## src/sfr_defs.vh

```
// Constants for the serial flash read engine: opcodes, phase lengths, register map
`ifndef SFR_DEFS_VH
`define SFR_DEFS_VH

// ----------------------------------------------------------------------------
// Opcodes
// ----------------------------------------------------------------------------
`define SFR_OP_READ        8'h03
`define SFR_OP_FAST        8'h0B
`define SFR_OP_DUAL_OUT    8'h3B
`define SFR_OP_QUAD_OUT    8'h6B
`define SFR_OP_DUAL_IO     8'hBB
`define SFR_OP_QUAD_IO     8'hEB
`define SFR_OP_QUAD_WORD   8'hE7
`define SFR_OP_SET_WRAP    8'h77
`define SFR_OP_MODE_RST    8'hFF

// ----------------------------------------------------------------------------
// Phase lengths in serial clocks, address length in bits, and the repeat skip code
// ----------------------------------------------------------------------------
`define SFR_CMD_CLKS       5'h08
`define SFR_ADDR_BITS      5'h18
`define SFR_WRAP_CLKS      5'h08
`define SFR_MODE_CLKS_X2   5'h04
`define SFR_MODE_CLKS_X4   5'h02
`define SFR_DUMMY_FAST     5'h08
`define SFR_DUMMY_QUAD     5'h04
`define SFR_DUMMY_WORD     5'h02
`define SFR_SKIP_CODE      2'h2

// ----------------------------------------------------------------------------
// Register map and fields
// ----------------------------------------------------------------------------
`define SFR_REG_CTRL       8'h00
`define SFR_REG_STAT       8'h04
`define SFR_REG_ADDR       8'h08
`define SFR_CTRL_QPE_BIT   9
`define SFR_CTRL_RST       1'h0
`define SFR_WRAP_RST       3'h7
`define SFR_WRAP_DIS_BIT   0

`endif

```

## src/sfr_read_engine.v

```verilog
// Serial flash read engine: SPI read command decoder with Wishbone control registers
//
// Design decisions made here: the register addresses and register access over Wishbone.
`timescale 1ns/1ps
`include "sfr_defs.vh"

// Overview of operation
// RULE_01 - Opcode 03H takes 24 address bits, all sampled on rising serial clock.
// RULE_02 - Plain read shifts data on IO1 at falling edges, no dummy clocks.
// RULE_03 - Address increments after each byte; stream runs until select rises.
// RULE_04 - Reads arriving while busy are ignored and leave the busy cycle alone.
// RULE_05 - Opcode 0BH: address, one dummy byte, then single-line data.
// RULE_06 - Opcode 3BH: serial address, dummy byte, data two bits per clock.
// RULE_07 - Opcode 3BH sibling 6BH: serial address, dummy byte, four-bit data.
// RULE_08 - Opcode BBH: address and mode byte two bits per clock, dual data.
// RULE_09 - Dual I/O skip bits 10 make next transaction start at the address.
// RULE_10 - Skip bits other than 10 leave repeat mode; opcode needed again.
// RULE_11 - Mode reset command clears the repeat mode before other commands.
// RULE_12 - Opcode EBH: quad address, mode byte, four dummy clocks, quad data.
// RULE_13 - Four-line I/O reads are honoured only with quad path enable set.
// RULE_14 - EBH with skip bits 10 repeats without opcode after select toggles.
// RULE_15 - Wrap confines data to an aligned 8-64 byte section of a page.
// RULE_16 - Command 77H loads the wrap setting used by later quad I/O reads.
// RULE_17 - Wrap setting: bit four disables wrap, bits six-five give length.
// RULE_18 - Opcode E7H expects an even address and two dummy clocks.
// RULE_19 - E7H with skip bits 10 repeats without opcode after select toggles.
// RULE_20 - 77H carries 24 dummy bits then wrap byte; wrap reset is disabled.
// RULE_21 - Quad input nibbles carry IO3 as highest bit, from address bit 23.
// RULE_22 - Dual output puts odd bits on IO1, even bits on IO0, MSBs first.
// RULE_23 - All fields MSB first; select high aborts and returns to opcode wait.
// RULE_24 - First data bit follows the last address, mode or dummy clock.
module sfr_read_engine (
  input  wire        clk,
  input  wire        rst,
  input  wire        wb_cyc_i,
  input  wire        wb_stb_i,
  input  wire        wb_we_i,
  input  wire [7:0]  wb_adr_i,
  input  wire [3:0]  wb_sel_i,
  input  wire [31:0] wb_dat_i,
  output wire [31:0] wb_dat_o,
  output wire        wb_ack_o,
  input  wire        spi_sclk,
  input  wire        spi_cs_n,
  input  wire [3:0]  spi_io_in,
  output wire [3:0]  spi_io_out,
  output wire [3:0]  spi_io_oe,
  input  wire        array_busy,
  output wire [23:0] mem_addr,
  input  wire [7:0]  mem_data
);

  // --------------------------------------------------------------------------
  // States
  // --------------------------------------------------------------------------
  localparam [6:0] ST_IDLE  = 7'h01;
  localparam [6:0] ST_CMD   = 7'h02;
  localparam [6:0] ST_ADDR  = 7'h04;
  localparam [6:0] ST_MODE  = 7'h08;
  localparam [6:0] ST_DUMMY = 7'h10;
  localparam [6:0] ST_DATA  = 7'h20;
  localparam [6:0] ST_SKIP  = 7'h40;

  // --------------------------------------------------------------------------
  // Functions
  // --------------------------------------------------------------------------
  // Next address, wrapping inside an aligned section when enabled
  function [23:0] next_addr;
    input [23:0] a;
    input        wrap_on;
    input [1:0]  len;
    reg   [23:0] m;
    reg   [23:0] inc;
    begin
      m   = {16'h0000, (8'h08 << len) - 8'h01};
      inc = a + 24'h000001;
      next_addr = wrap_on ? ((a & ~m) | (inc & m)) : inc;
    end
  endfunction

  // Place the top bits of a byte onto the data lanes
  function [3:0] lane_out;
    input [7:0] b;
    input [2:0] w;
    begin
      case (w)
        3'h4:    lane_out = b[7:4];
        3'h2:    lane_out = {2'h0, b[7], b[6]};
        default: lane_out = {2'h0, b[7], 1'b0};
      endcase
    end
  endfunction

  // Shift a byte left by the lane width
  function [7:0] lane_shl;
    input [7:0] b;
    input [2:0] w;
    begin
      case (w)
        3'h4:    lane_shl = {b[3:0], 4'h0};
        3'h2:    lane_shl = {b[5:0], 2'h0};
        default: lane_shl = {b[6:0], 1'b0};
      endcase
    end
  endfunction

  // --------------------------------------------------------------------------
  // Registers
  // --------------------------------------------------------------------------
  reg  [2:0]  sclk_r;
  reg  [1:0]  cs_r;
  reg  [3:0]  io_m_r;
  reg  [3:0]  io_s_r;
  reg  [6:0]  st_r;
  reg  [4:0]  cnt_r;
  reg  [31:0] sh_r;
  reg  [7:0]  op_r;
  reg  [7:0]  rep_op_r;
  reg         skip_r;
  reg  [2:0]  ilw_r;
  reg  [2:0]  dlw_r;
  reg  [4:0]  mclk_r;
  reg  [4:0]  dclk_r;
  reg         wrap_use_r;
  reg  [2:0]  wrap_r;
  reg  [23:0] addr_r;
  reg  [7:0]  osh_r;
  reg  [2:0]  bcnt_r;
  reg  [3:0]  io_out_r;
  reg  [3:0]  io_oe_r;
  reg         qpe_r;
  reg         ack_r;
  reg  [31:0] dat_r;

  wire        sclk_rise = sclk_r[1] & ~sclk_r[2];
  wire        sclk_fall = ~sclk_r[1] & sclk_r[2];
  wire        cs_high   = cs_r[1];
  wire        last_clk  = (cnt_r == 5'h01);
  wire [31:0] sh_nxt;
  wire [7:0]  cmd_nxt   = {sh_r[6:0], io_s_r[0]};

  // Input shifter by lane width, nibble MSB on IO3 [RULE_21]
  assign sh_nxt = (ilw_r == 3'h4) ? {sh_r[27:0], io_s_r} :
                  (ilw_r == 3'h2) ? {sh_r[29:0], io_s_r[1:0]} :
                                    {sh_r[30:0], io_s_r[0]};

  assign spi_io_out = io_out_r;
  assign spi_io_oe  = io_oe_r;
  assign mem_addr   = addr_r;
  assign wb_ack_o   = ack_r;
  assign wb_dat_o   = dat_r;

  // --------------------------------------------------------------------------
  // Pin synchronisers
  // --------------------------------------------------------------------------
  // Two flops before use; a third sclk stage only feeds edge detection
  always @(posedge clk) begin
    if (rst) begin
      sclk_r <= 3'h0;
      cs_r   <= 2'h3;
      io_m_r <= 4'h0;
      io_s_r <= 4'h0;
    end else begin
      sclk_r <= {sclk_r[1:0], spi_sclk};
      cs_r   <= {cs_r[0], spi_cs_n};
      io_m_r <= spi_io_in;
      io_s_r <= io_m_r;
    end
  end

  // --------------------------------------------------------------------------
  // Read setup per opcode
  // --------------------------------------------------------------------------
  // Loads lane widths and phase lengths; address phase follows
  task start_read;
    input [7:0] op;
    begin
      op_r       <= op;
      st_r       <= ST_ADDR;
      mclk_r     <= 5'h00;
      dclk_r     <= 5'h00;
      ilw_r      <= 3'h1;
      dlw_r      <= 3'h1;
      wrap_use_r <= 1'b0;
      cnt_r      <= `SFR_ADDR_BITS;                      // [RULE_01]
      case (op)
        `SFR_OP_FAST:     dclk_r <= `SFR_DUMMY_FAST;     // [RULE_05]
        `SFR_OP_DUAL_OUT: begin
          dclk_r <= `SFR_DUMMY_FAST;                     // [RULE_06]
          dlw_r  <= 3'h2;
        end
        `SFR_OP_QUAD_OUT: begin
          dclk_r <= `SFR_DUMMY_FAST;                     // [RULE_07]
          dlw_r  <= 3'h4;
        end
        `SFR_OP_DUAL_IO: begin
          ilw_r  <= 3'h2;                                // [RULE_08]
          dlw_r  <= 3'h2;
          mclk_r <= `SFR_MODE_CLKS_X2;
          cnt_r  <= `SFR_ADDR_BITS >> 1;
        end
        `SFR_OP_QUAD_IO, `SFR_OP_QUAD_WORD: begin
          ilw_r      <= 3'h4;                            // [RULE_12]
          dlw_r      <= 3'h4;
          mclk_r     <= `SFR_MODE_CLKS_X4;
          cnt_r      <= `SFR_ADDR_BITS >> 2;
          wrap_use_r <= 1'b1;                            // [RULE_16]
          dclk_r     <= (op == `SFR_OP_QUAD_WORD) ? `SFR_DUMMY_WORD :
                                                    `SFR_DUMMY_QUAD; // [RULE_18]
        end
        default: dclk_r <= 5'h00;                        // [RULE_02]
      endcase
    end
  endtask

  // Opcode is a read this engine serves
  function is_read;
    input [7:0] op;
    begin
      is_read = (op == `SFR_OP_READ) || (op == `SFR_OP_FAST) ||
                (op == `SFR_OP_DUAL_OUT) || (op == `SFR_OP_QUAD_OUT) ||
                (op == `SFR_OP_DUAL_IO) || (op == `SFR_OP_QUAD_IO) ||
                (op == `SFR_OP_QUAD_WORD);
    end
  endfunction

  // Quad I/O reads need the quad path
  function needs_quad;
    input [7:0] op;
    begin
      needs_quad = (op == `SFR_OP_QUAD_IO) || (op == `SFR_OP_QUAD_WORD);
    end
  endfunction

  // --------------------------------------------------------------------------
  // Serial protocol engine
  // --------------------------------------------------------------------------
  // Runs off detected sclk edges; select high wins over everything but reset
  always @(posedge clk) begin
    if (rst) begin
      st_r       <= ST_IDLE;
      cnt_r      <= 5'h00;
      sh_r       <= 32'h00000000;
      op_r       <= 8'h00;
      rep_op_r   <= 8'h00;
      skip_r     <= 1'b0;
      ilw_r      <= 3'h1;
      dlw_r      <= 3'h1;
      mclk_r     <= 5'h00;
      dclk_r     <= 5'h00;
      wrap_use_r <= 1'b0;
      wrap_r     <= `SFR_WRAP_RST;                       // [RULE_20]
      addr_r     <= 24'h000000;
      osh_r      <= 8'h00;
      bcnt_r     <= 3'h0;
      io_out_r   <= 4'h0;
      io_oe_r    <= 4'h0;
    end else if (cs_high) begin
      st_r    <= ST_IDLE;                                // [RULE_23]
      io_oe_r <= 4'h0;
      ilw_r   <= 3'h1;
    end else begin
      case (st_r)
        ST_IDLE: begin
          // Repeat mode goes straight to the address phase
          if (skip_r) begin
            if (array_busy || (needs_quad(rep_op_r) && !qpe_r))
              st_r <= ST_SKIP;                           // [RULE_04]
            else
              start_read(rep_op_r);                      // [RULE_09] [RULE_14] [RULE_19]
          end else begin
            st_r  <= ST_CMD;
            cnt_r <= `SFR_CMD_CLKS;
          end
        end
        ST_CMD: begin
          if (sclk_rise) begin
            sh_r  <= {sh_r[30:0], io_s_r[0]};            // [RULE_23]
            cnt_r <= cnt_r - 5'h01;
            if (last_clk) begin
              if (cmd_nxt == `SFR_OP_SET_WRAP) begin
                st_r  <= ST_DUMMY;
                ilw_r <= 3'h4;                           // [RULE_16]
                op_r  <= cmd_nxt;
                cnt_r <= `SFR_WRAP_CLKS;
              end else if (cmd_nxt == `SFR_OP_MODE_RST) begin
                skip_r <= 1'b0;                          // [RULE_11]
                st_r   <= ST_SKIP;
              end else if (!is_read(cmd_nxt) || array_busy) begin
                st_r <= ST_SKIP;                         // [RULE_04]
              end else if (needs_quad(cmd_nxt) && !qpe_r) begin
                st_r <= ST_SKIP;                         // [RULE_13]
              end else begin
                start_read(cmd_nxt);
              end
            end
          end
        end
        ST_ADDR: begin
          if (sclk_rise) begin
            sh_r  <= sh_nxt;
            cnt_r <= cnt_r - 5'h01;
            if (last_clk) begin
              addr_r <= sh_nxt[23:0];                    // [RULE_01]
              if (mclk_r != 5'h00) begin
                st_r  <= ST_MODE;
                cnt_r <= mclk_r;
              end else if (dclk_r != 5'h00) begin
                st_r  <= ST_DUMMY;
                cnt_r <= dclk_r;
              end else begin
                st_r    <= ST_DATA;                      // [RULE_24]
                bcnt_r  <= 3'h0;
                io_oe_r <= lane_out(8'hFF, dlw_r);
              end
            end
          end
        end
        ST_MODE: begin
          if (sclk_rise) begin
            sh_r  <= sh_nxt;
            cnt_r <= cnt_r - 5'h01;
            if (last_clk) begin
              // Skip code 10 arms repeat mode, anything else leaves it
              skip_r   <= (sh_nxt[5:4] == `SFR_SKIP_CODE); // [RULE_09] [RULE_10]
              rep_op_r <= op_r;                          // [RULE_14] [RULE_19]
              if (dclk_r != 5'h00) begin
                st_r  <= ST_DUMMY;
                cnt_r <= dclk_r;
              end else begin
                st_r    <= ST_DATA;                      // [RULE_24]
                bcnt_r  <= 3'h0;
                io_oe_r <= lane_out(8'hFF, dlw_r);
              end
            end
          end
        end
        ST_DUMMY: begin
          // Also collects the 77H payload; the wrap byte arrives last
          if (sclk_rise) begin
            sh_r  <= sh_nxt;
            cnt_r <= cnt_r - 5'h01;
            if (last_clk) begin
              if (op_r == `SFR_OP_SET_WRAP) begin
                wrap_r <= sh_nxt[6:4];                   // [RULE_17] [RULE_20]
                st_r   <= ST_SKIP;
              end else begin
                st_r    <= ST_DATA;                      // [RULE_24]
                bcnt_r  <= 3'h0;
                io_oe_r <= lane_out(8'hFF, dlw_r);
              end
            end
          end
        end
        ST_DATA: begin
          // Memory word is ready long before the first falling edge
          if (sclk_fall) begin
            if (bcnt_r == 3'h0) begin
              io_out_r <= lane_out(mem_data, dlw_r);     // [RULE_02] [RULE_22]
              osh_r    <= lane_shl(mem_data, dlw_r);
              bcnt_r   <= (dlw_r == 3'h4) ? 3'h1 : (dlw_r == 3'h2) ? 3'h3 : 3'h7;
              addr_r   <= next_addr(addr_r,
                                    wrap_use_r & ~wrap_r[`SFR_WRAP_DIS_BIT],
                                    wrap_r[2:1]);        // [RULE_03] [RULE_15]
            end else begin
              io_out_r <= lane_out(osh_r, dlw_r);        // [RULE_06] [RULE_07]
              osh_r    <= lane_shl(osh_r, dlw_r);
              bcnt_r   <= bcnt_r - 3'h1;
            end
          end
        end
        ST_SKIP: begin
          io_oe_r <= 4'h0;
        end
        default: begin
          st_r <= ST_IDLE;
        end
      endcase
    end
  end

  // --------------------------------------------------------------------------
  // Wishbone slave
  // --------------------------------------------------------------------------
  // One wait state; write lands on the edge where the master sees ack
  always @(posedge clk) begin
    if (rst) begin
      ack_r <= 1'b0;
      dat_r <= 32'h00000000;
      qpe_r <= `SFR_CTRL_RST;
    end else begin
      ack_r <= wb_cyc_i & wb_stb_i & ~ack_r;
      if (wb_cyc_i && wb_stb_i && wb_we_i && ack_r &&
          (wb_adr_i == `SFR_REG_CTRL) && wb_sel_i[1])
        qpe_r <= wb_dat_i[`SFR_CTRL_QPE_BIT];            // [RULE_13]
      if (wb_cyc_i && wb_stb_i && !ack_r) begin
        case (wb_adr_i)
          `SFR_REG_CTRL: dat_r <= {22'h000000, qpe_r, 9'h000};
          `SFR_REG_STAT: dat_r <= {16'h0000, op_r, 1'b0, wrap_r, 1'b0,
                                   array_busy, ~cs_high, skip_r};
          `SFR_REG_ADDR: dat_r <= {8'h00, addr_r};
          default:       dat_r <= 32'h00000000;
        endcase
      end
    end
  end

endmodule

```

## config.mk

```make
export PLATFORM = sky130hd
export DESIGN_NAME = sfr_read_engine
export DESIGN_NICKNAME = d
export VERILOG_FILES = /design/src/sfr_read_engine.v
export VERILOG_INCLUDE_DIRS = /design/src /design/src/src
export SDC_FILE = /design/constraint.sdc
export NUM_CORES = 1
export LEC_CHECK = 0
export BUFFER_PORTS_ARGS = -buffer_cell sky130_fd_sc_hd__buf_2
export CAP_MARGIN = 0
export CORE_MARGIN = 4
export CORE_UTILIZATION = 35
export DETAILED_ROUTE_END_ITERATION = 8
export SYNTH_ARGS = -nofsm -noshare
export SYNTH_HDL_FRONTEND = slang
export SYNTH_SLANG_ARGS = --single-unit
```

## constraint.sdc

```tcl
create_clock -name clk -period 2.9 [get_ports clk]
set_input_delay 0.58 -clock clk [delete_from_list [all_inputs] [get_ports clk]]
set_output_delay 0.58 -clock clk [all_outputs]
set_load 0.1 [all_outputs]
```

==> flow_summary.json <==
{
  "outcome": "finished clean",
  "gp_congestion": 0.913,
  "grt.total_usage_pct": 19.4,
  "rows": 57,
  "clk-insertion-delay-late_ns": 0.43,
  "synthArstFlopShare_pct": 0,
  "rsz0062_at_grt": "no",
  "fp.dieW_um": 165,
  "clock_path_buffers": 2,
  "start_util_pct": 35.7,
  "slew_headroom_pct": 16.7,
  "hold_violations": 0,
  "p_leak_nw": 3.56,
  "n_fill_cell": 2504,
  "holdBufCountCts": 0,
  "layout.area.seq_um2": 2940,
  "cts_buffers": 17,
  "netlist_instances": 1135,
  "cts-resized-gates": 0,
  "crit_type": "reg2reg",
  "grt_max_degree": 69,
  "port_buffers": 86,
  "ys.flop_type": "dfxtp_1",
  "worstHoldPathType": "in2reg",
  "end_kind": "flip-flop",
  "path_clk_slew_ns": 0.07,
  "via_per_inst": 5.78,
  "fin_ws_ns": 0.291,
  "drtAntennaViolNets": 0,
  "slew_violations": 0,
  "grt_pass1_wl_mm": 42.9,
  "whs_ns": 0.341,
  "synthTopCellsByArea": "dfxtp_1, nand2_1, a21oi_1, nor2_1, o21ai_0",
  "drt_first_iter_violations": 889,
  "final_util_pct": 41.5,
  "diodes": 0,
  "antenna_found_initial": 1,
  "cp_max_fo": 11,
  "max_stage_delay_ns": 0.46,
  "grt_pass1_vias": 8055,
  "postCtsSetupRepairBufs": 0,
  "multi_input_area_um2": 5310,
  "drive_gt1_share_pct": 17.5,
  "post-route-drc-count": 0,
  "synth.yosys.seq_area_share_pct": 33.9,
  "io_pins": 129,
  "yosys-top-cells-count": "nand2_1, dfxtp_1, a21oi_1",
  "irDropWorstVdd_v": 0.000398,
  "yosysMostFrequentCell": "nand2_1",
  "place_ws_ns": 0.382,
  "dp_hpwl_mm": 19.7,
  "cp_common_cell": "a31oi_1",
  "clock-sinks": 147,
  "arrival_ns": 2.93,
  "fin_nets": 1282,
  "path_cells": "nor4bb_1, a31oi_1, o31ai_1, buf_4, a21o_1, a31oi_1, a311oi_1",
  "syn_area_um2": 8670,
  "yosysTopAreaCellShare_pct": 33.9,
  "avgSynthCellArea_um2": 7.64,
  "cts.htree.levels": 4,
  "cap_violations": 0,
  "finalClockSkew_ns": 0.0117,
  "crit_slowest_cell": "dfxtp_1",
  "routed_wl_mm": 27.4,
  "worst_pin_slew_ns": 1.25,
  "synth_cell_type_count": 82,
  "final.setup.tns_ns": 0,
  "max_freq_mhz": 383,
  "coreArea_um2": 24300,
  "grt_overflow_total": 0,
  "p_per_area_nw_per_um2": 427,
  "syn_to_final_growth_pct": 16.5,
  "yosysWarnings": 0,
  "chipHeight_um": 165,
  "wire_per_inst_um": 17.7,
  "cts_tree": "done",
  "synth_edf_count": 0,
  "ys_ff_latch": 147,
  "crit_path_start_kind": "flip-flop",
  "clockRootBuffer": "clkbuf_16",
  "required_ns": 3.22,
  "yosysTopAreaCell": "dfxtp_1",
  "timing.final.crit_share_pct": 90.0,
  "vias": 8951,
  "setup_violations": 0,
  "drt_pass1_iterations": 5,
  "period_needed_ns": 2.61,
  "die-area_um2": 27400
}
==> routing by layer <==
| metal | GRT usage, % | up-vias | part of all wire (%) |
|---|---|---|---|
| li1 | - | 4367 | - |
| met1 | 27.7 | 4173 | 47 |
| met2 | 30.3 | 369 | 44 |
| met3 | 2.71 | 40 | 7.5 |
| met4 | 6.37 | 2 | 2.2 |
| met5 | 0 | - | 0.048 |
==> worst max-delay path, delay by kind of cell (launching register included) <==
| family | cells | cell delay [ns] |
|---|---|---|
| AOI/OAI and AO/OA | 5 | 1.41 |
| and+or+nand+nor | 1 | 0.43 |
| buffers and inverters | 1 | 0.18 |
| DFF | 1 | 0.46 |
==> worst paths after layout <==
kind	startpoint	endpoint	slack, ns	cells after the start
hold reg to reg	cs_r[0]	cs_r[1]	0.41	1
setup reg to reg	sh_r[2]	op_r[1]	0.29	7
hold / removal	spi_cs_n	cs_r[0]	0.34	2
setup / recovery	sh_r[2]	op_r[1]	0.29	7
==> through the flow <==
stage | area (um^2) | instances | power (mW)
floorplan | 8700 | 1142 | 2.22
global placement | 9550 | 1517 | 2.27
detailed placement | 9550 | 1517 | 2.27
CTS | 10100 | 1549 | 4.34
global route | 10100 | 1549 | 4.45
finish | 10100 | 1549 | 4.31
==> placed cells by master, fill, tap and decap left out, drive strengths merged, types with 16 or more instances in the layout <==
cell    instances
o211ai         23
nor2b          17
a31oi          36
a21oi         106
nand3          47
nor4           16
nor3           44
buf           137
nand2         154
inv            27
o21ai          70
dfxtp         147
mux2i          24
nor2          101
nand2b         18
clkbuf         17
==> cell families (layout without fill, tap and decap cells) <==
group | Yosys count | after routing | synth area share (%)
buffers and inverters | 105 | 188 | 5.31
other | 1 | 8 | 0.0432
XOR/XNOR | 11 | 11 | 1.11
AO/OA/AOI/OAI | 368 | 368 | 28.1
AND/OR/NAND/NOR | 469 | 469 | 27.3
flip-flops | 147 | 147 | 33.9
adder cells (fa/ha/maj) | 6 | 6 | 0.866
multiplexers | 28 | 28 | 3.29
==> cell type report <==
type	count	area share (%)
well taps	324	4.01
clock buffers	17	4.21
multi-input cells	890	52.5
inverters	19	0.706
clock inverters	15	1.20
flip-flops and latches	147	29.1
repair buffers	137	8.20
==> report_power, final <==
| part | internal, mW | switching (mW) | leakage, nW | total (mW) |
|---|---|---|---|---|
| registers | 2.03 | 0.00811 | 1.19 | 2.04 |
| clock network | 1.12 | 0.971 | 0.265 | 2.09 |
| logic | 0.0437 | 0.142 | 2.11 | 0.185 |
| total | 3.19 | 1.12 | 3.56 | 4.31 |
==> sequential cells by signal, indices dropped and copies added, names as in the netlist, 4 cells and up, named ones only <==
name	cells
spi_io_out	4
io_s_r	4
osh_r	7
wb_dat_o	24
sh_r	23
rep_op_r	8
cnt_r	5
op_r	8
mem_addr	19
io_m_r	4
st_r	7
(Power assumes the default switching activity.)
